==> src/common/sgs_defines.svh <==
// Offsets, field positions, reset values and timing counts of the setting group selector
`ifndef SGS_DEFINES_SVH
`define SGS_DEFINES_SVH

// Register byte offsets
`define SGS_REG_CFG 8'h00
`define SGS_REG_TIMEOUT 8'h04
`define SGS_REG_STATE 8'h08
`define SGS_REG_IRQ_STAT 8'h0c
`define SGS_REG_IRQ_MASK 8'h10

// Configuration fields
`define SGS_CFG_RANGE_LSB 0
`define SGS_CFG_RANGE_MSB 2
`define SGS_CFG_STEP_ACK 3
`define SGS_CFG_BIT_ACK 4

// State register fields
`define SGS_ST_POS_LSB 0
`define SGS_ST_PRE_LSB 4
`define SGS_ST_GRP_LSB 8
`define SGS_ST_FSM_LSB 16

// Interrupt status bit positions
`define SGS_IRQ_APPLIED 0
`define SGS_IRQ_RANGE 1
`define SGS_IRQ_STEP 2
`define SGS_IRQ_BIT 3
`define SGS_IRQ_PWR 4
`define SGS_IRQ_W 5

// Reset values
`define SGS_CFG_RST 5'h07
`define SGS_TIMEOUT_RST 16'h1388
`define SGS_MASK_RST 5'h00

// Timing: clock period, tick period and alarm length
`define SGS_CLK_PERIOD_NS 4
`define SGS_TICK_NS 1000000
`define SGS_TICK_CYCLES ((`SGS_TICK_NS) / (`SGS_CLK_PERIOD_NS))
`define SGS_ALARM_MS 3000
`define SGS_ALARM_TICKS 16'd3000

`endif

==> src/common/sgs_pkg.sv <==
// Types shared by the setting group selector modules
package sgs_pkg;

   // Selector sequencer states, one-hot
   typedef enum logic [3:0] {
      SGS_INIT = 4'b0001,
      SGS_IDLE = 4'b0010,
      SGS_STEP = 4'b0100,
      SGS_BIT = 4'b1000
   } sgs_state_e;

   // Alarm outputs travel together
   typedef struct packed {
      logic range;
      logic step;
      logic bits;
      logic pwr;
   } sgs_alarm_s;

   // Non-volatile position store write port
   typedef struct packed {
      logic stb;
      logic [2:0] pos;
   } sgs_nv_s;

endpackage : sgs_pkg

==> src/rtl/sgs_timer.sv <==
// Tick-driven one-shot timer used for time-outs and alarm lengths
`timescale 1ns/1ps
module sgs_timer #(
   parameter int W = 16
) (
   // Clock, reset and enable
   input wire logic clk,
   input wire logic rst,
   input wire logic ce,
   // Control
   input wire logic tick,
   input wire logic load,
   input wire logic stop,
   input wire logic [W-1:0] count,
   // Status
   output logic busy,
   output logic done
);
   logic [W-1:0] cnt_reg; // Remaining ticks
   logic busy_reg; // Timer running
   logic done_reg; // Expiry pulse
   wire last = busy_reg && tick && (cnt_reg <= {{(W-1){1'b0}}, 1'b1}); // Final tick

   // Load wins over stop and over expiry, so a restart never gets lost
   always_ff @(posedge clk or posedge rst) begin
      if (rst) begin
         cnt_reg <= '0;
         busy_reg <= 1'b0;
         done_reg <= 1'b0;
      end else if (ce) begin
         done_reg <= 1'b0;
         if (load) begin
            cnt_reg <= count;
            busy_reg <= 1'b1;
         end else if (stop) begin
            busy_reg <= 1'b0;
         end else if (last) begin
            busy_reg <= 1'b0;
            done_reg <= 1'b1;
         end else if (busy_reg && tick) begin
            cnt_reg <= cnt_reg - {{(W-1){1'b0}}, 1'b1};
         end
      end
   end

   assign busy = busy_reg;
   assign done = done_reg;
endmodule : sgs_timer

==> src/rtl/sgs_top.sv <==
// Setting group arbiter and selector switch with alarms and register port
`timescale 1ns/1ps
`include "sgs_defines.svh"
module sgs_top #(
   parameter int NUM_GROUPS = 6,
   parameter int TICK_CYCLES = `SGS_TICK_CYCLES
) (
   // Clock, reset, enable
   input wire logic CLK,
   input wire logic SYS_RST,
   input wire logic CE,
   // Register port
   input wire logic [7:0] ADDR,
   input wire logic [31:0] WDATA,
   input wire logic WR,
   input wire logic RD,
   output logic [31:0] RDATA,
   // Group control operands
   input wire logic GROUP_CHANGE_BLOCK,
   input wire logic [NUM_GROUPS-1:1] GROUP_REQ,
   output logic [NUM_GROUPS-1:0] GROUP_LED,
   // Selector control operands
   input wire logic STEP_UP,
   input wire logic STEP_ACK,
   input wire logic [2:0] BIT_WORD,
   input wire logic BIT_ACK,
   input wire logic POWERUP_SYNC,
   output logic [2:0] SEL_POS,
   output sgs_pkg::sgs_alarm_s ALARMS,
   // Non-volatile store
   output sgs_pkg::sgs_nv_s NV_WR,
   input wire logic [2:0] NV_RD_DATA,
   // Interrupt
   output logic IRQ
);
   import sgs_pkg::*;

   localparam int NIN = NUM_GROUPS + 6; // Synchronised input count

   // Wrap a step inside 1..range
   function automatic logic [2:0] step_next(input logic [2:0] p, input logic [2:0] range);
      step_next = (p >= range) ? 3'h1 : p + 3'h1;
   endfunction : step_next

   // Position valid: 1..range
   function automatic logic in_range(input logic [2:0] p, input logic [2:0] range);
      in_range = (p != 3'h0) && (p <= range);
   endfunction : in_range

   // Input synchroniser, three stages
   logic [NIN-1:0] s1_reg, s2_reg, s3_reg; // Raw stages
   logic [NIN-1:0] in_reg; // Accepted levels
   logic [NIN-1:0] in_prev_reg; // Previous accepted levels
   wire [NIN-1:0] raw_in = {GROUP_CHANGE_BLOCK, GROUP_REQ, BIT_ACK, BIT_WORD, STEP_ACK, STEP_UP};
   // Change counts only once stages two and three agree
   wire [NIN-1:0] in_next = (s2_reg & s3_reg) | (in_reg & (s2_reg | s3_reg));

   // Sync chain
   always_ff @(posedge CLK or posedge SYS_RST) begin
      if (SYS_RST) begin
         s1_reg <= '0;
         s2_reg <= '0;
         s3_reg <= '0;
         in_reg <= '0;
         in_prev_reg <= '0;
      end else if (CE) begin
         s1_reg <= raw_in;
         s2_reg <= s1_reg;
         s3_reg <= s2_reg;
         in_reg <= in_next;
         in_prev_reg <= in_reg;
      end
   end

   // Decoded inputs and edges
   wire step_rise = in_reg[0] & ~in_prev_reg[0];
   wire sack_rise = in_reg[1] & ~in_prev_reg[1];
   wire [2:0] word = in_reg[4:2];
   wire word_chg = (in_reg[4:2] != in_prev_reg[4:2]);
   wire back_rise = in_reg[5] & ~in_prev_reg[5];
   wire [NUM_GROUPS-1:1] greq = in_reg[NUM_GROUPS+4:6];
   wire blk = in_reg[NIN-1];

   // Register file
   logic [4:0] cfg_reg; // Range and mode bits
   logic [15:0] timeout_reg; // Time-out in ticks (ms)
   logic [`SGS_IRQ_W-1:0] irq_stat_reg; // Sticky events
   logic [`SGS_IRQ_W-1:0] irq_mask_reg; // Event enables
   logic [31:0] rdata_reg; // Read data
   wire [2:0] range = cfg_reg[`SGS_CFG_RANGE_MSB:`SGS_CFG_RANGE_LSB];
   wire step_ack_mode = cfg_reg[`SGS_CFG_STEP_ACK];
   wire bit_ack_mode = cfg_reg[`SGS_CFG_BIT_ACK];
   wire wr_cfg = WR && (ADDR == `SGS_REG_CFG);
   wire wr_to = WR && (ADDR == `SGS_REG_TIMEOUT);
   wire wr_stat = WR && (ADDR == `SGS_REG_IRQ_STAT);
   wire wr_mask = WR && (ADDR == `SGS_REG_IRQ_MASK);

   // Tick divider for all timers
   logic [31:0] div_reg; // Cycle counter
   logic tick_reg; // One-cycle tick
   wire div_end = (div_reg >= 32'(TICK_CYCLES - 1));

   // Fixed tick from the system clock, cleared by reset
   always_ff @(posedge CLK or posedge SYS_RST) begin
      if (SYS_RST) begin
         div_reg <= '0;
         tick_reg <= 1'b0;
      end else if (CE) begin
         div_reg <= div_end ? 32'h0 : div_reg + 32'h1;
         tick_reg <= div_end;
      end
   end

   // Group arbiter
   logic [NUM_GROUPS-1:0] grp_reg; // One-hot active group
   logic [NUM_GROUPS-1:0] grp_next;

   // Priority pick: highest request, else group 1
   always_comb begin
      grp_next = '0;
      grp_next[0] = 1'b1;
      for (int i = 1; i < NUM_GROUPS; i++) begin
         if (greq[i]) begin
            grp_next = '0;
            grp_next[i] = 1'b1;
         end
      end
   end

   // Active group, frozen while blocked
   always_ff @(posedge CLK or posedge SYS_RST) begin
      if (SYS_RST) begin
         grp_reg <= {{(NUM_GROUPS-1){1'b0}}, 1'b1};
      end else if (CE && !blk) begin
         grp_reg <= grp_next;
      end
   end

   assign GROUP_LED = grp_reg;

   // Selector sequencer
   sgs_state_e state_reg, state_next;
   logic [2:0] pos_reg, pos_next; // Applied position
   logic [2:0] pre_reg, pre_next; // Pre-selected position
   logic [2:0] init_reg; // Settle count; one past the chain so the word has landed
   logic capture_reg; // Power-up strap copy
   logic apply, discard, load_to, range_err, pwr_err;

   // Timers: sequence time-out and four alarm lengths
   logic to_done, to_busy;
   logic a_range, a_step, a_bit, a_pwr;
   wire step_active = (state_reg == SGS_STEP);
   wire bit_active = (state_reg == SGS_BIT);
   wire step_fail = to_done && step_active && step_ack_mode;
   wire bit_fail = to_done && bit_active && bit_ack_mode;
   wire word_ok = in_range(word, range);
   wire [15:0] alarm_ticks = `SGS_ALARM_TICKS; // Every alarm stands its full length
   wire no_stop = 1'b0; // Alarms are never cut short

   // One time-out for both modes
   sgs_timer #(.W(16)) u_to (
      .clk(CLK), .rst(SYS_RST), .ce(CE), .tick(tick_reg),
      .load(load_to), .stop(apply | discard), .count(timeout_reg),
      .busy(to_busy), .done(to_done)
   );
   sgs_timer #(.W(16)) u_arange (
      .clk(CLK), .rst(SYS_RST), .ce(CE), .tick(tick_reg),
      .load(range_err), .stop(no_stop), .count(alarm_ticks),
      .busy(a_range), .done()
   );
   sgs_timer #(.W(16)) u_astep (
      .clk(CLK), .rst(SYS_RST), .ce(CE), .tick(tick_reg),
      .load(step_fail), .stop(no_stop), .count(alarm_ticks),
      .busy(a_step), .done()
   );
   sgs_timer #(.W(16)) u_abit (
      .clk(CLK), .rst(SYS_RST), .ce(CE), .tick(tick_reg),
      .load(bit_fail), .stop(no_stop), .count(alarm_ticks),
      .busy(a_bit), .done()
   );
   sgs_timer #(.W(16)) u_apwr (
      .clk(CLK), .rst(SYS_RST), .ce(CE), .tick(tick_reg),
      .load(pwr_err), .stop(no_stop), .count(alarm_ticks),
      .busy(a_pwr), .done()
   );

   // Sequencer next state
   always_comb begin
      state_next = state_reg;
      pos_next = pos_reg;
      pre_next = pre_reg;
      apply = 1'b0;
      discard = 1'b0;
      load_to = 1'b0;
      range_err = 1'b0;
      pwr_err = 1'b0;
      unique case (state_reg)
         // Wait for synchronised word, then choose the start position
         SGS_INIT: begin
            if (init_reg == 3'h4) begin
               state_next = SGS_IDLE;
               if (capture_reg) begin
                  pos_next = word_ok ? word : 3'h0;
                  pwr_err = !word_ok;
               end else begin
                  pos_next = in_range(NV_RD_DATA, range) ? NV_RD_DATA : 3'h0;
                  pwr_err = !in_range(NV_RD_DATA, range);
               end
               pre_next = pos_next;
            end
         end
         // Either input may start a sequence; step is checked first
         SGS_IDLE: begin
            if (step_rise) begin
               pre_next = step_next(pos_reg, range);
               load_to = 1'b1;
               state_next = SGS_STEP;
            end else if (word_chg && word != 3'h0) begin
               if (word_ok) begin
                  pre_next = word;
                  load_to = 1'b1;
                  state_next = SGS_BIT;
               end else begin
                  range_err = 1'b1;
               end
            end
         end
         // Stepping: word input ignored until done
         SGS_STEP: begin
            if (step_rise) begin
               pre_next = step_next(pre_reg, range);
               load_to = 1'b1;
            end else if (step_ack_mode && sack_rise) begin
               apply = 1'b1;
            end else if (to_done) begin
               apply = !step_ack_mode;
               discard = step_ack_mode;
            end
         end
         // Word sequence: step input ignored until done
         SGS_BIT: begin
            if (word_chg && word != 3'h0) begin
               if (word_ok) begin
                  pre_next = word;
                  load_to = 1'b1;
               end else begin
                  range_err = 1'b1;
               end
            end else if (bit_ack_mode && back_rise) begin
               apply = 1'b1;
            end else if (to_done) begin
               apply = !bit_ack_mode;
               discard = bit_ack_mode;
            end
         end
      endcase
      if (apply) begin
         pos_next = pre_reg;
         state_next = SGS_IDLE;
      end
      if (discard) begin
         pre_next = pos_reg;
         state_next = SGS_IDLE;
      end
   end

   // Sequencer registers and store write
   always_ff @(posedge CLK or posedge SYS_RST) begin
      if (SYS_RST) begin
         state_reg <= SGS_INIT;
         pos_reg <= 3'h0;
         pre_reg <= 3'h0;
         init_reg <= 3'h0;
         capture_reg <= 1'b0;
         NV_WR <= '0;
      end else if (CE) begin
         state_reg <= state_next;
         pos_reg <= pos_next;
         pre_reg <= pre_next;
         // Strap caught after release, not under reset
         if (state_reg == SGS_INIT) begin
            init_reg <= init_reg + 3'h1;
            capture_reg <= POWERUP_SYNC;
         end
         NV_WR.stb <= apply;
         NV_WR.pos <= apply ? pre_reg : NV_WR.pos;
      end
   end

   assign SEL_POS = pos_reg;
   assign ALARMS = '{range: a_range, step: a_step, bits: a_bit, pwr: a_pwr};

   // Interrupt events; set wins over a same-cycle clear
   wire [`SGS_IRQ_W-1:0] irq_ev = {pwr_err, bit_fail, step_fail, range_err, apply};

   // Register writes
   always_ff @(posedge CLK or posedge SYS_RST) begin
      if (SYS_RST) begin
         cfg_reg <= `SGS_CFG_RST;
         timeout_reg <= `SGS_TIMEOUT_RST;
         irq_stat_reg <= '0;
         irq_mask_reg <= `SGS_MASK_RST;
      end else if (CE) begin
         if (wr_cfg) begin
            cfg_reg <= WDATA[4:0];
         end
         if (wr_to) begin
            timeout_reg <= WDATA[15:0];
         end
         if (wr_mask) begin
            irq_mask_reg <= WDATA[`SGS_IRQ_W-1:0];
         end
         irq_stat_reg <= (irq_stat_reg & ~(wr_stat ? WDATA[`SGS_IRQ_W-1:0] : '0)) | irq_ev;
      end
   end

   // Read mux; unmapped addresses read zero
   wire [31:0] st_word = {12'h0, state_reg, 2'h0, NUM_GROUPS'(grp_reg), 1'b0, pre_reg,
                          1'b0, pos_reg};
   wire [31:0] rd_mux = (ADDR == `SGS_REG_CFG) ? {27'h0, cfg_reg} :
                        (ADDR == `SGS_REG_TIMEOUT) ? {16'h0, timeout_reg} :
                        (ADDR == `SGS_REG_STATE) ? st_word :
                        (ADDR == `SGS_REG_IRQ_STAT) ? {27'h0, irq_stat_reg} :
                        (ADDR == `SGS_REG_IRQ_MASK) ? {27'h0, irq_mask_reg} : 32'h0;

   // Read data one cycle after the strobe, zero otherwise
   always_ff @(posedge CLK or posedge SYS_RST) begin
      if (SYS_RST) begin
         rdata_reg <= 32'h0;
      end else if (CE) begin
         rdata_reg <= RD ? rd_mux : 32'h0;
      end
   end

   assign RDATA = rdata_reg;
   assign IRQ = |(irq_stat_reg & irq_mask_reg);
endmodule : sgs_top

==> config.mk <==
export PLATFORM = sky130hd
export DESIGN_NAME = sgs_top
export DESIGN_NICKNAME = d
export VERILOG_FILES = /design/src/common/sgs_pkg.sv /design/src/rtl/sgs_timer.sv /design/src/rtl/sgs_top.sv
export VERILOG_INCLUDE_DIRS = /design/src /design/src/common
export SDC_FILE = /design/constraint.sdc
export NUM_CORES = 1
export LEC_CHECK = 0
export BUFFER_PORTS_ARGS = -buffer_cell sky130_fd_sc_hd__buf_2
export CAP_MARGIN = 20
export CORE_MARGIN = 2
export CORE_UTILIZATION = 60
export DETAILED_ROUTE_END_ITERATION = 12
export PLACE_DENSITY_LB_ADDON = 0.12
export SYNTH_ARGS = -nofsm -noshare
export SYNTH_HDL_FRONTEND = slang
export SYNTH_SLANG_ARGS = --single-unit
==> constraint.sdc <==
create_clock -name CLK -period 9.64 [get_ports CLK]
set_input_delay 1.928 -clock CLK [delete_from_list [all_inputs] [get_ports CLK]]
set_output_delay 1.928 -clock CLK [all_outputs]
set_load 0.02 [all_outputs]
* After elaboration in Yosys (flattened, before gate mapping)
Cells that the tools add are included.
** Storage, ports and cells
- Bits in registers :: 260
- Word-level logic and storage cells :: 240
** Cells by class
- Add/subtract/negate cells :: 9
- Order comparisons :: 10
- Equal/unequal tests :: 21
- Multiplexer cells :: 90
- Bitwise gates (word level) :: 15
- Reductions and logical operators :: 64
** Operators with widths (count)
- 16-bit 2-to-1 mux :: 16
- 16-bit by 1-bit <= comparator with 1-bit output (second input constant) :: 5
- 20-bit 2-to-1 mux :: 4
- 16-bit by 1-bit subtractor with 16-bit output (second input constant) :: 5
- 3-bit 2-to-1 mux :: 13
- 1-bit 2-to-1 mux :: 36
- 32-bit by 1-bit adder with 32-bit output (second input constant) :: 1
- 32-bit by 18-bit >= comparator with 1-bit output (second input constant) :: 1
- 32-bit 2-to-1 mux :: 1
- 12-bit AND :: 2
- 1-bit logical AND :: 24
- 4-bit 2-to-1 mux :: 6
- 6-bit 2-to-1 mux :: 4
- 12-bit OR :: 2
- 2-bit nonzero test :: 11
- 2-bit AND reduction :: 10
- 3-bit AND reduction :: 6
- 8-bit by 4-bit == test with 1-bit output (second input constant) :: 2
- 5-bit 2-to-1 mux :: 3
- 2-bit != test (second input constant) :: 6
- 3-bit one-hot mux with 4 select lines :: 1
- 5-bit AND :: 2
- 5-bit != test (second input constant) :: 2
- 3-bit by 1-bit adder with 3-bit output (second input constant) :: 3
- other kinds (28) :: 43

* Depth between registers and ports, before layout
Gate-level depths: netlist (run 1).
- Word-level depth :: 9
- Gate-level depth with buffers :: 13
- Gate-level depth less buffers :: 9

* Modules after synthesis
Synthesis (run 1) repeated with hierarchy kept, for this count alone.
** Unflattened totals
- Cell total of the unflattened synthesis :: 1551
- Area total of the unflattened synthesis :: 14615.3 µm²
** By module, submodules not included
- sgs_top :: instances 1, cells an instance 756, area each 7958.9 µm², seq. area each 4066.4 µm²
- sgs_timer :: instances 5, cells an instance 159, area each 1331.3 µm², seq. area each 450.4 µm²

* Worst setup path before layout (run 1)
Ideal clock, no wire load.
- Path type :: in2reg
- Start point :: input CE
- End point :: register u_arange.cnt_reg[15]
- Library setup time :: 149 ps
- Arrival :: 3589 ps
- Slack :: 5902 ps
- Cell stages on the path :: 8
- Cell sequence :: clkbuf_1 > and2_1 > clkbuf_1 > o2111ai_1 > or2_2 > nor4b_1 > xnor2_1 > nor2_1
** Between the ends
- Word-level cells in the longest chain between the ends :: 1
** RTL lines
- start, declared :: line sgs_top.sv:11 : input wire logic CE,
- 3-bit AND reduction (no source line)
- end signal, assigned :: line sgs_timer.sv:33 : cnt_reg <= count;
- end signal, assigned :: line sgs_timer.sv:41 : cnt_reg <= cnt_reg - {{(W-1){1'b0}}, 1'b1};
- end, declared :: line sgs_timer.sv:19 : logic [W-1:0] cnt_reg;
Every way passes these cells.
A chain may end at the register's enable or synchronous reset.

* Final worst setup path (run 1)
- Start point :: input CE
- End point :: register u_astep.cnt_reg[13]
** Between the ends
- Word-level cells in the longest chain between the ends :: 1
** RTL lines (line)
- 3-bit AND reduction (no source line)
- end signal, assigned :: sgs_timer.sv:33
- end signal, assigned :: sgs_timer.sv:41
- end, declared :: sgs_timer.sv:19
Every way passes these cells.

==> results of run 1 <==
## routing by layer
metal,vias to the layer above,part of all wire
li1,4609,-
met1,4729,0.44
met2,263,0.46
met3,57,0.065
met4,0,0.028
met5,-,0
## layout make-up
class,instances,share of cell area
Clock buffer,39,0.0568
Multi-Input combinational cell,911,0.413
Clock inverter,10,0.00900
Sequential cell,248,0.447
Inverter,56,0.0157
Timing Repair Buffer,91,0.0345
Tap cell,270,0.0243
## through the flow
step	hold slack, ns	power [µW]	std cells	setup WS, ns	util
finish	0.499	3310	1625	5.73	0.685
global placement	0.480	2210	1575	5.19	0.640
CTS	0.501	3310	1625	5.74	0.685
detailed placement	0.488	2250	1576	5.19	0.640
global route	0.518	3490	1625	5.57	0.685
floorplan	0.463	2020	1280	0.914	-
## cell families (layout without fill, tap and decap cells)
| kind of cell | Yosys count | in the layout | synth area share |
|---|---|---|---|
| XOR/XNOR | 74 | 74 | 0.0522 |
| buffers and inverters | 121 | 196 | 0.0419 |
| AO/OA/AOI/OAI | 268 | 268 | 0.137 |
| multiplexers | 58 | 58 | 0.0525 |
| other | 1 | 12 | 0.000302 |
| AND/OR/NAND/NOR | 472 | 472 | 0.188 |
| adder cells (fa/ha/maj) | 27 | 27 | 0.0272 |
| flip-flops | 248 | 248 | 0.501 |
## cell usage in the layout (no fill, tap or decap), types with 36 or more instances in the layout
cell type,count
sky130_fd_sc_hd__mux2_2,57
sky130_fd_sc_hd__nand2_1,116
sky130_fd_sc_hd__buf_2,81
sky130_fd_sc_hd__dfrtp_1,238
sky130_fd_sc_hd__xnor2_1,38
sky130_fd_sc_hd__nor2_1,122
sky130_fd_sc_hd__a21oi_1,64
sky130_fd_sc_hd__xor2_1,36
sky130_fd_sc_hd__inv_1,54
sky130_fd_sc_hd__o21ai_0,89
sky130_fd_sc_hd__nor3_1,45
## how the worst max path moves through the flow
stage	slack [ns]	from	end	cells after the start
2_1_floorplan	0.91	SYS_RST	GROUP_LED[1]	1
3_3_place_gp	5.19	CE	u_astep.cnt_reg[13]	8
3_5_place_dp	5.19	CE	u_astep.cnt_reg[13]	8
4_1_cts	5.74	CE	u_astep.cnt_reg[13]	8
5_1_grt	5.57	CE	u_abit.cnt_reg[14]	7
6_report	5.73	CE	u_astep.cnt_reg[13]	8
## worst max-delay path, stage by stage
cell	delay [ns]
sky130_fd_sc_hd__buf_4	0.32
sky130_fd_sc_hd__inv_2	0.20
sky130_fd_sc_hd__buf_4	0.32
sky130_fd_sc_hd__nor3_2	0.73
sky130_fd_sc_hd__o211ai_1	0.32
sky130_fd_sc_hd__nor3_1	0.25
sky130_fd_sc_hd__xnor2_1	0.15
sky130_fd_sc_hd__nor2_1	0.05
## where the power goes
part | switching, µW | internal, µW | total [µW]
clock | 412 | 646 | 1060
combinational | 474 | 335 | 809
sequential | 223 | 1220 | 1440
total | 1110 | 2200 | 3310
==> flow_summary_export.csv, run 1 <==
group,metric,value,unit
outcome,run_status,"finished, final reports clean",
routing,route.antenna.remaining_nets,0,
clock_network,largest_buffer_count_on_any_clock_path,3,
hold_path,worst_hold_path.endpoint,"in_prev_reg[5]",
placement,detailed_placer_s_ending_hpwl,19200,µm
synthesis,cells_after_synthesis,1269,
synthesis,yosys_warnings,0,
setup_path,crit_path_max_fanout,33,
timing,fmax,256,MHz
routing,drt_iter0_drc,742,
synthesis,synth_top_cell_by_area,"sky130_fd_sc_hd__dfrtp_1",
synthesis,post-synth-top-area-fraction,0.479,
timing,setup_viol_count_final,0,
clock_network,clkSlewWorstSetupHoldPaths,0.06,ns
placement,placedInstanceArea,0.0130,mm²
setup_path,critical_path.reg2reg.startpoint,"state_reg[1]",
setup_path,r2r_cells,7,
clock_network,cts-hold-fix-buffers,0,
synthesis,synth.yosys.seq_area_share,0.501,
global_route,global_route.overflow_total,0,
timing,clock_skew,0.0102,ns
routing,detail_route.wl_per_cell,17.2,µm
global_route,grt.met2_usage,0.413,
synthesis,synth_seq_cells,248,
routing,drtPass1Iterations,5,
setup_path,startpoint_type,"input port",
layout,multiInputGateArea,0.00574,mm²
clock_network,clock_latency,0.53,ns
clock_network,cts-buffers-inserted,27,
setup_path,worst_r2r_endpoint,"u_abit.cnt_reg[14]",
hold_path,hold_depth,1,
routing,detail_route.wirelength,27900,µm
layout,layout.filler_cells,1579,
die,chip_width,148,µm
timing,timing.final.crit_share,0.406,
clock_network,cts-root-buf,"sky130_fd_sc_hd__clkbuf_16",
synthesis,ys_top_cells_by_count,"sky130_fd_sc_hd__dfrtp_1 (238), sky130_fd_sc_hd__nor2_1 (122), sky130_fd_sc_hd__nand2_1 (116)",
routing,drcViolationCount,0,
die,top_level_i_o_count,111,
hold_path,timing.hold.worst.start,"in_prev_reg[5]",
clock_network,cts_post_setup_buffers_inserted,0,
layout,finish.instance_area,0.0139,mm²
routing,vias,9658,
placement,finalWeightedCongestion,0.890,
timing,worstMarginPinSlew,0.966,ns
die,floorplan.initialDensity,0.612,
clock_network,h-tree-depth,1,
die,fp-row-count,52,
flow_run,max_cap_violations,0,
global_route,number_of_antenna_violations_at_the_first_check_in_global_routing,0,
hold_path,worst_hold_path_type,"reg -> reg",
power_and_ir_drop,vdd_ir_drop_max,0.174,mV
layout,fraction_of_layout_instances_using_a_drive_strength_above_1,0.165,
timing,final.setup.tns,0,ns
global_route,groute.layer.met1.usage,0.366,
setup_path,setup.worst_path.class,"in -> reg",
timing,timing_max_transition_violations_final,0,
global_route,gr-usage-all-layers,0.259,
setup_path,cp-end-kind,"flop",
layout,syn2layout_area_growth,12.0,%
power_and_ir_drop,power.density_cell_area,238,mW/mm²
global_route,top_usage_layer,"met2",
synthesis,syn_avg_cell_area,9.79,µm²
global_route,grt_pass1_wl,46200,µm
clock_network,cts.sinks,248,
setup_path,timing.critical_path.required,10.02,ns
clock_network,tritoncts,"done",
layout,layout.area.seq,0.00622,mm²
synthesis,post-synth-top-count-cell,"sky130_fd_sc_hd__dfrtp_1",
placement,placement.io_buffers,82,
synthesis,combined_area_of_all_synthesized_cells,0.0124,mm²
die,core_area,0.0203,mm²
clock_network,number_of_gates_resized_after_cts,0,
synthesis,ys_async_sr_fraction,1.00,
timing,grt_setup_unrepaired,"false",
global_route,number_of_global_route_vias_before_repair,9253,
synthesis,dominantRegCellSynth,"sky130_fd_sc_hd__dfrtp_1",
layout,max_ffs_per_register,32,
setup_path,cp_data_arrival_time,4.29,ns
die,die-height,148,µm
timing,worst_slew_margin_rel,0.356,
layout,antenna-diode-count,0,
global_route,globalRouteMet3Util,0.0491,
global_route,grt_start_max_net_pins,102,
synthesis,synth_edf_count,0,
synthesis,synth.area.top_cells,"sky130_fd_sc_hd__dfrtp_1 (48%), sky130_fd_sc_hd__mux2_2 (5.2%), sky130_fd_sc_hd__nor2_1 (3.7%)",
die,die_area,0.0219,mm²
synthesis,yosysUniqueCellTypes,76,
layout,finalNetCount,1423,
routing,viasPerCell,5.94,
setup_path,reg2reg_setup_slack,6.57,ns
power_and_ir_drop,cellLeakagePower,0.00659,µW
timing,finalHoldViolations,0,
timing,timing.final.crit_period,3.91,ns
(Power assumes the default switching activity.)
==> run 2: changes to the inputs <==
--- a/config.mk
+++ b/config.mk
@@ -6,10 +6,11 @@
 export SDC_FILE = /design/constraint.sdc
 export NUM_CORES = 1
 export LEC_CHECK = 0
+export ABC_AREA = 1
 export BUFFER_PORTS_ARGS = -buffer_cell sky130_fd_sc_hd__buf_2
 export CAP_MARGIN = 20
 export CORE_MARGIN = 2
-export CORE_UTILIZATION = 60
+export CORE_UTILIZATION = 55
 export DETAILED_ROUTE_END_ITERATION = 12
 export PLACE_DENSITY_LB_ADDON = 0.12
 export SYNTH_ARGS = -nofsm -noshare
==> constraint.sdc (replaced) <==
create_clock -name CLK -period 3.5 [get_ports CLK]
set_input_delay 0.7 -clock CLK [delete_from_list [all_inputs] [get_ports CLK]]
set_output_delay 0.7 -clock CLK [all_outputs]
set_load 0.02 [all_outputs]
==> flow_summary_export.csv, run 2 <==
group,metric,value,unit
global_route,number_of_global_route_vias_before_repair,10915,
synthesis,synth_edf_count,0,
die,top_level_i_o_count,111,
layout,layout_commonest_cell,"sky130_fd_sc_hd__nand2_1",
setup_path,reg2reg_setup_slack,0.74,ns
synthesis,syn_avg_cell_area,7.84,µm²
setup_path,highest_cell_delay_on_the_worst_timing_path,0.55,ns
placement,pre_cts_worst_setup_slack,0.779,ns
timing,timing.final.crit_share,0.790,
layout,most_used_cells_in_the_layout_excluding_fill_and_tap_cells,"sky130_fd_sc_hd__nand2_1 (461), sky130_fd_sc_hd__dfrtp_1 (238), sky130_fd_sc_hd__nor2_1 (233), sky130_fd_sc_hd__inv_1 (150), sky130_fd_sc_hd__nand3_1 (150)",
timing,worst_slew_margin_rel,0.425,
power_and_ir_drop,p_seq_frac,0.413,
synthesis,synth.yosys.seq_area_share,0.460,
timing,worst_slack,0.737,ns
synthesis,ys_top_cells_by_count,"sky130_fd_sc_hd__nand2_1 (461), sky130_fd_sc_hd__dfrtp_1 (238), sky130_fd_sc_hd__nor2_1 (233)",
global_route,gr-usage-all-layers,0.244,
timing,timing_max_transition_violations_final,0,
timing,grt_setup_unrepaired,"false",
power_and_ir_drop,p_switching,3300,µW
placement,post-place-cells,2099,
setup_path,worstPathCellList,"inv_1 -> ha_1 -> a21oi_1 -> nand2_1 -> nand2_2 -> nand4_4 -> nand2_4 -> nand2_2 -> nand3_1 -> nand2_1",
timing,timing.final.crit_period,2.76,ns
synthesis,post-synth-top-area-fraction,0.441,
setup_path,setup.worst_path.class,"reg -> reg",
setup_path,crit_slowest_cell,"sky130_fd_sc_hd__dfstp_2",
synthesis,synth_top_cell_by_area,"sky130_fd_sc_hd__dfrtp_1",
setup_path,cp_data_arrival_time,3.18,ns
synthesis,post-synth-top-count-cell,"sky130_fd_sc_hd__nand2_1",
power_and_ir_drop,switching_share,0.364,
clock_network,clkSlewWorstSetupHoldPaths,0.06,ns
power_and_ir_drop,vdd_ir_drop_max,0.351,mV
clock_network,cts.sinks,248,
global_route,number_of_antenna_violations_at_the_first_check_in_global_routing,0,
power_and_ir_drop,cellLeakagePower,0.00771,µW
clock_network,cts-buffers-inserted,27,
routing,vias,11431,
timing,clock_skew,0.0170,ns
synthesis,ys_async_sr_fraction,1.00,
clock_network,h-tree-depth,1,
global_route,global_route.overflow_total,0,
synthesis,yosysUniqueCellTypes,53,
routing,viasPerCell,5.32,
synthesis,cells_after_synthesis,1724,
placement,detailed_placer_s_ending_hpwl,22100,µm
setup_path,cp-end-kind,"flop",
routing,drt_iter0_drc,729,
die,chip_width,161,µm
power_and_ir_drop,power.density_cell_area,602,mW/mm²
placement,placement.io_buffers,82,
die,die_area,0.0258,mm²
synthesis,synth_seq_cells,248,
clock_network,cts-root-buf,"sky130_fd_sc_hd__clkbuf_16",
die,core_area,0.0242,mm²
placement,finalWeightedCongestion,0.906,
routing,detail_route.wirelength,31100,µm
timing,setup_viol_count_final,0,
setup_path,critical_path.reg2reg.startpoint,"cfg_reg[2]",
setup_path,timing.critical_path.required,3.92,ns
die,floorplan.initialDensity,0.557,
layout,fraction_of_layout_instances_using_a_drive_strength_above_1,0.118,
power_and_ir_drop,clockPowerShare,0.297,
clock_network,cts_post_setup_buffers_inserted,0,
setup_path,startpoint_type,"flop",
power_and_ir_drop,power.internal,5770,µW
layout,finalNetCount,1892,
flow_run,max_cap_violations,0,
layout,non_filler_cells_final,2149,
synthesis,combined_area_of_all_synthesized_cells,0.0135,mm²
routing,route.antenna.remaining_nets,0,
setup_path,crit_path_max_fanout,19,
timing,fmax,362,MHz
routing,drcViolationCount,0,
synthesis,synth.area.top_cells,"sky130_fd_sc_hd__dfrtp_1 (44%), sky130_fd_sc_hd__nand2_1 (13%), sky130_fd_sc_hd__nor2_1 (6.5%)",
die,fp-row-count,57,
layout,antenna-diode-count,0,
clock_network,tritoncts,"done",
timing,worstMarginPinSlew,0.859,ns
clock_network,cts-hold-fix-buffers,0,
synthesis,yosys_warnings,0,
timing,final.hold.worst_slack,0.322,ns
synthesis,dominantRegCellSynth,"sky130_fd_sc_hd__dfrtp_1",
routing,detail_route.wl_per_cell,14.5,µm
clock_network,largest_buffer_count_on_any_clock_path,3,
hold_path,worst_hold_path_type,"in -> async",
setup_path,r2r_cells,10,
layout,max_ffs_per_register,32,
clock_network,clock_latency,0.54,ns
setup_path,worst_r2r_endpoint,"u_to.cnt_reg[10]",
outcome,run_status,"finished, final reports clean",
global_route,grt_pass1_wl,52500,µm
routing,drtPass1Iterations,5,
power_and_ir_drop,comb_power_share,0.289,
power_and_ir_drop,post-layout-total-power,9060,µW
layout,syn2layout_area_growth,11.3,%
global_route,grt_start_max_net_pins,71,
clock_network,number_of_gates_resized_after_cts,0,
timing,finalHoldViolations,0,
die,die-height,161,µm
==> run 2: cell count changes after synthesis, moves of 23 or more <==
| cell | change |
|---|---|
| sky130_fd_sc_hd__inv_1 | +96 |
| sky130_fd_sc_hd__o21ai_0 | +37 |
| sky130_fd_sc_hd__nor2_1 | +111 |
| sky130_fd_sc_hd__nand3_1 | +117 |
| sky130_fd_sc_hd__a21oi_1 | -43 |
| sky130_fd_sc_hd__mux2_2 | -46 |
| sky130_fd_sc_hd__nand2b_1 | -23 |
| sky130_fd_sc_hd__nand2_1 | +345 |
| sky130_fd_sc_hd__xnor2_1 | -23 |
==> run 2: area by class of cell <==
cell class                 instances  area (µm²)
clock buffer                      42         792
multi-input combinational       1269        6390
tap                              324         405
inverter                         160         608
timing repair buffer              98         583
sequential                       248        6220
fill                            2206        9200
clock inverter                     8        43.8
==> run 2: logic make-up (layout without fill, tap and decap cells) <==
family,after synthesis,count (layout),share of synthesized area
AOI/OAI and AO/OA,198,198,0.0835
other,1,12,0.000277
xor gates and xnor gates,61,61,0.0395
buffers and inverters,218,308,0.0697
and+or+nand+nor,960,960,0.313
adders and majority gates,27,27,0.0250
muxes,11,11,0.00917
DFF,248,248,0.460
==> run 2: through the flow <==
stage | cell area [µm²] | utilization | TNS, ns
floorplan | 13600 | - | -107.47
global placement | 14200 | 0.586 | 0
detailed placement | 14200 | 0.586 | 0
CTS | 15000 | 0.620 | 0
global route | 15000 | 0.620 | 0
finish | 15000 | 0.620 | 0
==> run 2: worst max-delay path, delay by kind of cell (launching register included) <==
family,cells,cell delay (ns)
AO/OA/AOI/OAI,1,0.17
flip-flops,1,0.55
AND/OR/NAND/NOR,7,1.46
adder cells (fa/ha/maj),1,0.33
buffers and inverters,1,0.12
==> run 2: worst max path at each step <==
stage | endpoint | depth (start not counted) | from
6_report | u_to.cnt_reg[10] | 10 | cfg_reg[2]
2_1_floorplan | GROUP_LED[1] | 1 | SYS_RST
4_1_cts | u_to.cnt_reg[10] | 10 | cfg_reg[2]
5_1_grt | u_to.cnt_reg[10] | 10 | cfg_reg[2]
3_3_place_gp | u_to.cnt_reg[4] | 10 | cfg_reg[2]
3_5_place_dp | u_to.cnt_reg[10] | 10 | cfg_reg[2]
==> run 2: metal layers <==
metal,up-vias,share of wire,track usage
li1,5717,-,-
met1,5434,0.47,0.340
met2,228,0.46,0.406
met3,52,0.043,0.0302
met4,0,0.026,0.0645
met5,-,0,0
==> run 2: power by group through the flow <==
stage          registers, µW  logic [µW]  clock network [µW]
5_1_grt                 3800        3020                2880
6_report                3750        2620                2690
3_5_place_dp            3780        2620                   0
4_1_cts                 3740        2630                2760
2_1_floorplan           3710        2090                   0
3_3_place_gp            3770        2560                   0
==> run 3: changes to the inputs <==
==> constraint.sdc (replaced) <==
create_clock -name CLK -period 2.43 [get_ports CLK]
set_input_delay 0.486 -clock CLK [delete_from_list [all_inputs] [get_ports CLK]]
set_output_delay 0.486 -clock CLK [all_outputs]
set_load 0.02 [all_outputs]
==> flow_summary_export.csv, run 3 (synthesis results as in run 2) <==
group,metric,value,unit
global_route,grt_pass1_wl,54000,µm
clock_network,clkSlewWorstSetupHoldPaths,0.06,ns
clock_network,largest_buffer_count_on_any_clock_path,3,
global_route,number_of_antenna_violations_at_the_first_check_in_global_routing,0,
power_and_ir_drop,p_switching,4850,µW
routing,route.antenna.remaining_nets,0,
die,chip_width,161,µm
power_and_ir_drop,power.internal,8550,µW
placement,detailed_placer_s_ending_hpwl,22900,µm
layout,fraction_of_layout_instances_using_a_drive_strength_above_1,0.128,
setup_path,cp_data_arrival_time,2.73,ns
setup_path,startpoint_type,"flop",
layout,syn2layout_area_growth,12.9,%
power_and_ir_drop,power.density_cell_area,878,mW/mm²
hold_path,worst_hold_path_type,"in -> reg",
power_and_ir_drop,cellLeakagePower,0.00782,µW
clock_network,h-tree-depth,1,
setup_path,crit_path_max_fanout,10,
clock_network,cts.sinks,248,
outcome,run_status,"finished, final reports clean",
timing,setup_viol_count_final,0,
clock_network,tritoncts,"done",
timing,timing.final.crit_period,2.26,ns
die,core_area,0.0242,mm²
setup_path,cp_top_family,"flip-flops",
timing,worstMarginPinSlew,0.843,ns
routing,drt_iter0_drc,806,
routing,drtPass1Iterations,6,
global_route,gr-usage-all-layers,0.251,
setup_path,crit_slowest_cell,"sky130_fd_sc_hd__dfstp_2",
routing,vias,11576,
setup_path,cp-end-kind,"flop",
power_and_ir_drop,switching_share,0.362,
setup_path,worstPathCellList,"inv_1 -> buf_4 -> ha_1 -> nand2_1 -> o21ai_0 -> nand2_1 -> a21oi_2 -> nand3_2 -> nand2_4 -> buf_4 -> nand3_1 -> o21ai_0",
die,floorplan.initialDensity,0.557,
global_route,global_route.overflow_total,0,
layout,final_core_utilization,0.629,
die,fp-row-count,57,
timing,worst_slew_margin_rel,0.436,
setup_path,highest_cell_delay_on_the_worst_timing_path,0.55,ns
layout,finalNetCount,1913,
routing,viasPerCell,5.33,
layout,non_filler_cells_final,2170,
clock_network,cts-root-buf,"sky130_fd_sc_hd__clkbuf_16",
placement,post-place-cells,2117,
timing,clock_skew,0.0143,ns
power_and_ir_drop,comb_power_share,0.292,
die,top_level_i_o_count,111,
layout,most_used_cells_in_the_layout_excluding_fill_and_tap_cells,"sky130_fd_sc_hd__nand2_1 (461), sky130_fd_sc_hd__dfrtp_1 (238), sky130_fd_sc_hd__nor2_1 (233), sky130_fd_sc_hd__inv_1 (150), sky130_fd_sc_hd__nand3_1 (150)",
layout,antenna-diode-count,0,
timing,timing.final.crit_share,0.932,
die,die_area,0.0258,mm²
placement,placement.io_buffers,82,
layout,layout.filler_cells,2158,
setup_path,setup.worst_path.class,"reg -> reg",
routing,drcViolationCount,0,
global_route,number_of_global_route_vias_before_repair,11036,
timing,grt_setup_unrepaired,"true",
power_and_ir_drop,vdd_ir_drop_max,0.603,mV
timing,fmax,442,MHz
routing,detail_route.wl_per_cell,14.7,µm
clock_network,cts-buffers-inserted,27,
routing,detail_route.wirelength,31900,µm
global_route,grt_start_max_net_pins,95,
setup_path,timing.critical_path.required,2.90,ns
layout,max_ffs_per_register,32,
flow_run,max_cap_violations,0,
die,die-height,161,µm
placement,finalWeightedCongestion,0.904,
setup_path,critical_path.n_buffers_inverters,3,
timing,finalHoldViolations,0,
layout,layout_commonest_cell,"sky130_fd_sc_hd__nand2_1",
power_and_ir_drop,p_seq_frac,0.403,
clock_network,clock_latency,0.55,ns
timing,timing_max_transition_violations_final,0,
power_and_ir_drop,clockPowerShare,0.305,
## run 3: changes by cell type in the layout (fill, tap and decap cells not counted), sizes merged
cell         change
dlygate4sd3      +1
bufinv           +2
buf             +20
clkbuf           -1
clkinv           -2
clkinvlp         +1
## run 3: layer usage
layer,wire length (µm),GRT usage
met1,15000,0.354
met2,14800,0.416
met3,1280,0.0276
met4,818,0.0662
met5,0,0
## run 3: path summary, 6_finish.rpt
| kind | from | end | slack (ns) | cells past startpoint |
|---|---|---|---|---|
| setup / recovery | cfg_reg[2] | u_apwr.cnt_reg[14] | 0.17 | 12 |
| hold / removal | STEP_UP | s1_reg[0] | 0.16 | 3 |
| setup reg to reg | cfg_reg[2] | u_apwr.cnt_reg[14] | 0.17 | 12 |
| hold reg to reg | in_reg[6] | GROUP_LED[0] | 0.46 | 1 |
| max in group asynchronous | SYS_RST | cfg_reg[0] | 1.13 | 4 |
| min in group asynchronous | SYS_RST | s3_reg[11] | 0.47 | 3 |
## run 3: power by group through the flow
stage	Clock, µW	Sequential [µW]	Combinational (µW)
5_1_grt	4330	5490	4480
6_report	4090	5400	3910
3_5_place_dp	0	5450	3850
4_1_cts	4160	5390	3880
3_3_place_gp	0	5430	3730
2_1_floorplan	0	5340	3000
## run 3: area by class of cell
| class | count | area (µm²) | share of cell area |
|---|---|---|---|
| Sequential cell | 248 | 6220 | 0.408 |
| Clock buffer | 41 | 778 | 0.0510 |
| Timing Repair Buffer | 119 | 731 | 0.0479 |
| Tap cell | 324 | 405 | 0.0266 |
| Inverter | 160 | 608 | 0.0399 |
| Clock inverter | 9 | 101 | 0.00664 |
| Multi-Input combinational cell | 1269 | 6410 | 0.420 |
## run 3: repair_timing
action	4_1_cts	5_1_grt
setup buffers	0	2
resized for setup	0	4
setup endpoints to repair	0	28
hold endpoints to repair	8	0
hold buffers	1	0
## run 3: through the flow
step | area (µm²) | setup TNS, ns | worst slack [ns] | power, µW | hold slack [ns]
after floorplan | 13600 | -315.74 | -1.31 | 8350 | 0.418
after global placement | 14300 | 0 | 0.160 | 9160 | 0.432
after detailed placement | 14300 | 0 | 0.0839 | 9300 | 0.458
after global routing | 15300 | -0.0528 | -0.0492 | 14300 | 0.162
final | 15300 | 0 | 0.166 | 13400 | 0.157
after CTS | 15200 | 0 | 0.0937 | 13400 | 0.140
## run 3: worst register-to-register path: cells and delay by family, from the launching register on
family / cells / cell delay, ns
flops: 1 / 0.55
simple gates: 5 / 0.52
fa+ha+maj: 1 / 0.31
buf+inv: 3 / 0.40
compound gates: 3 / 0.41
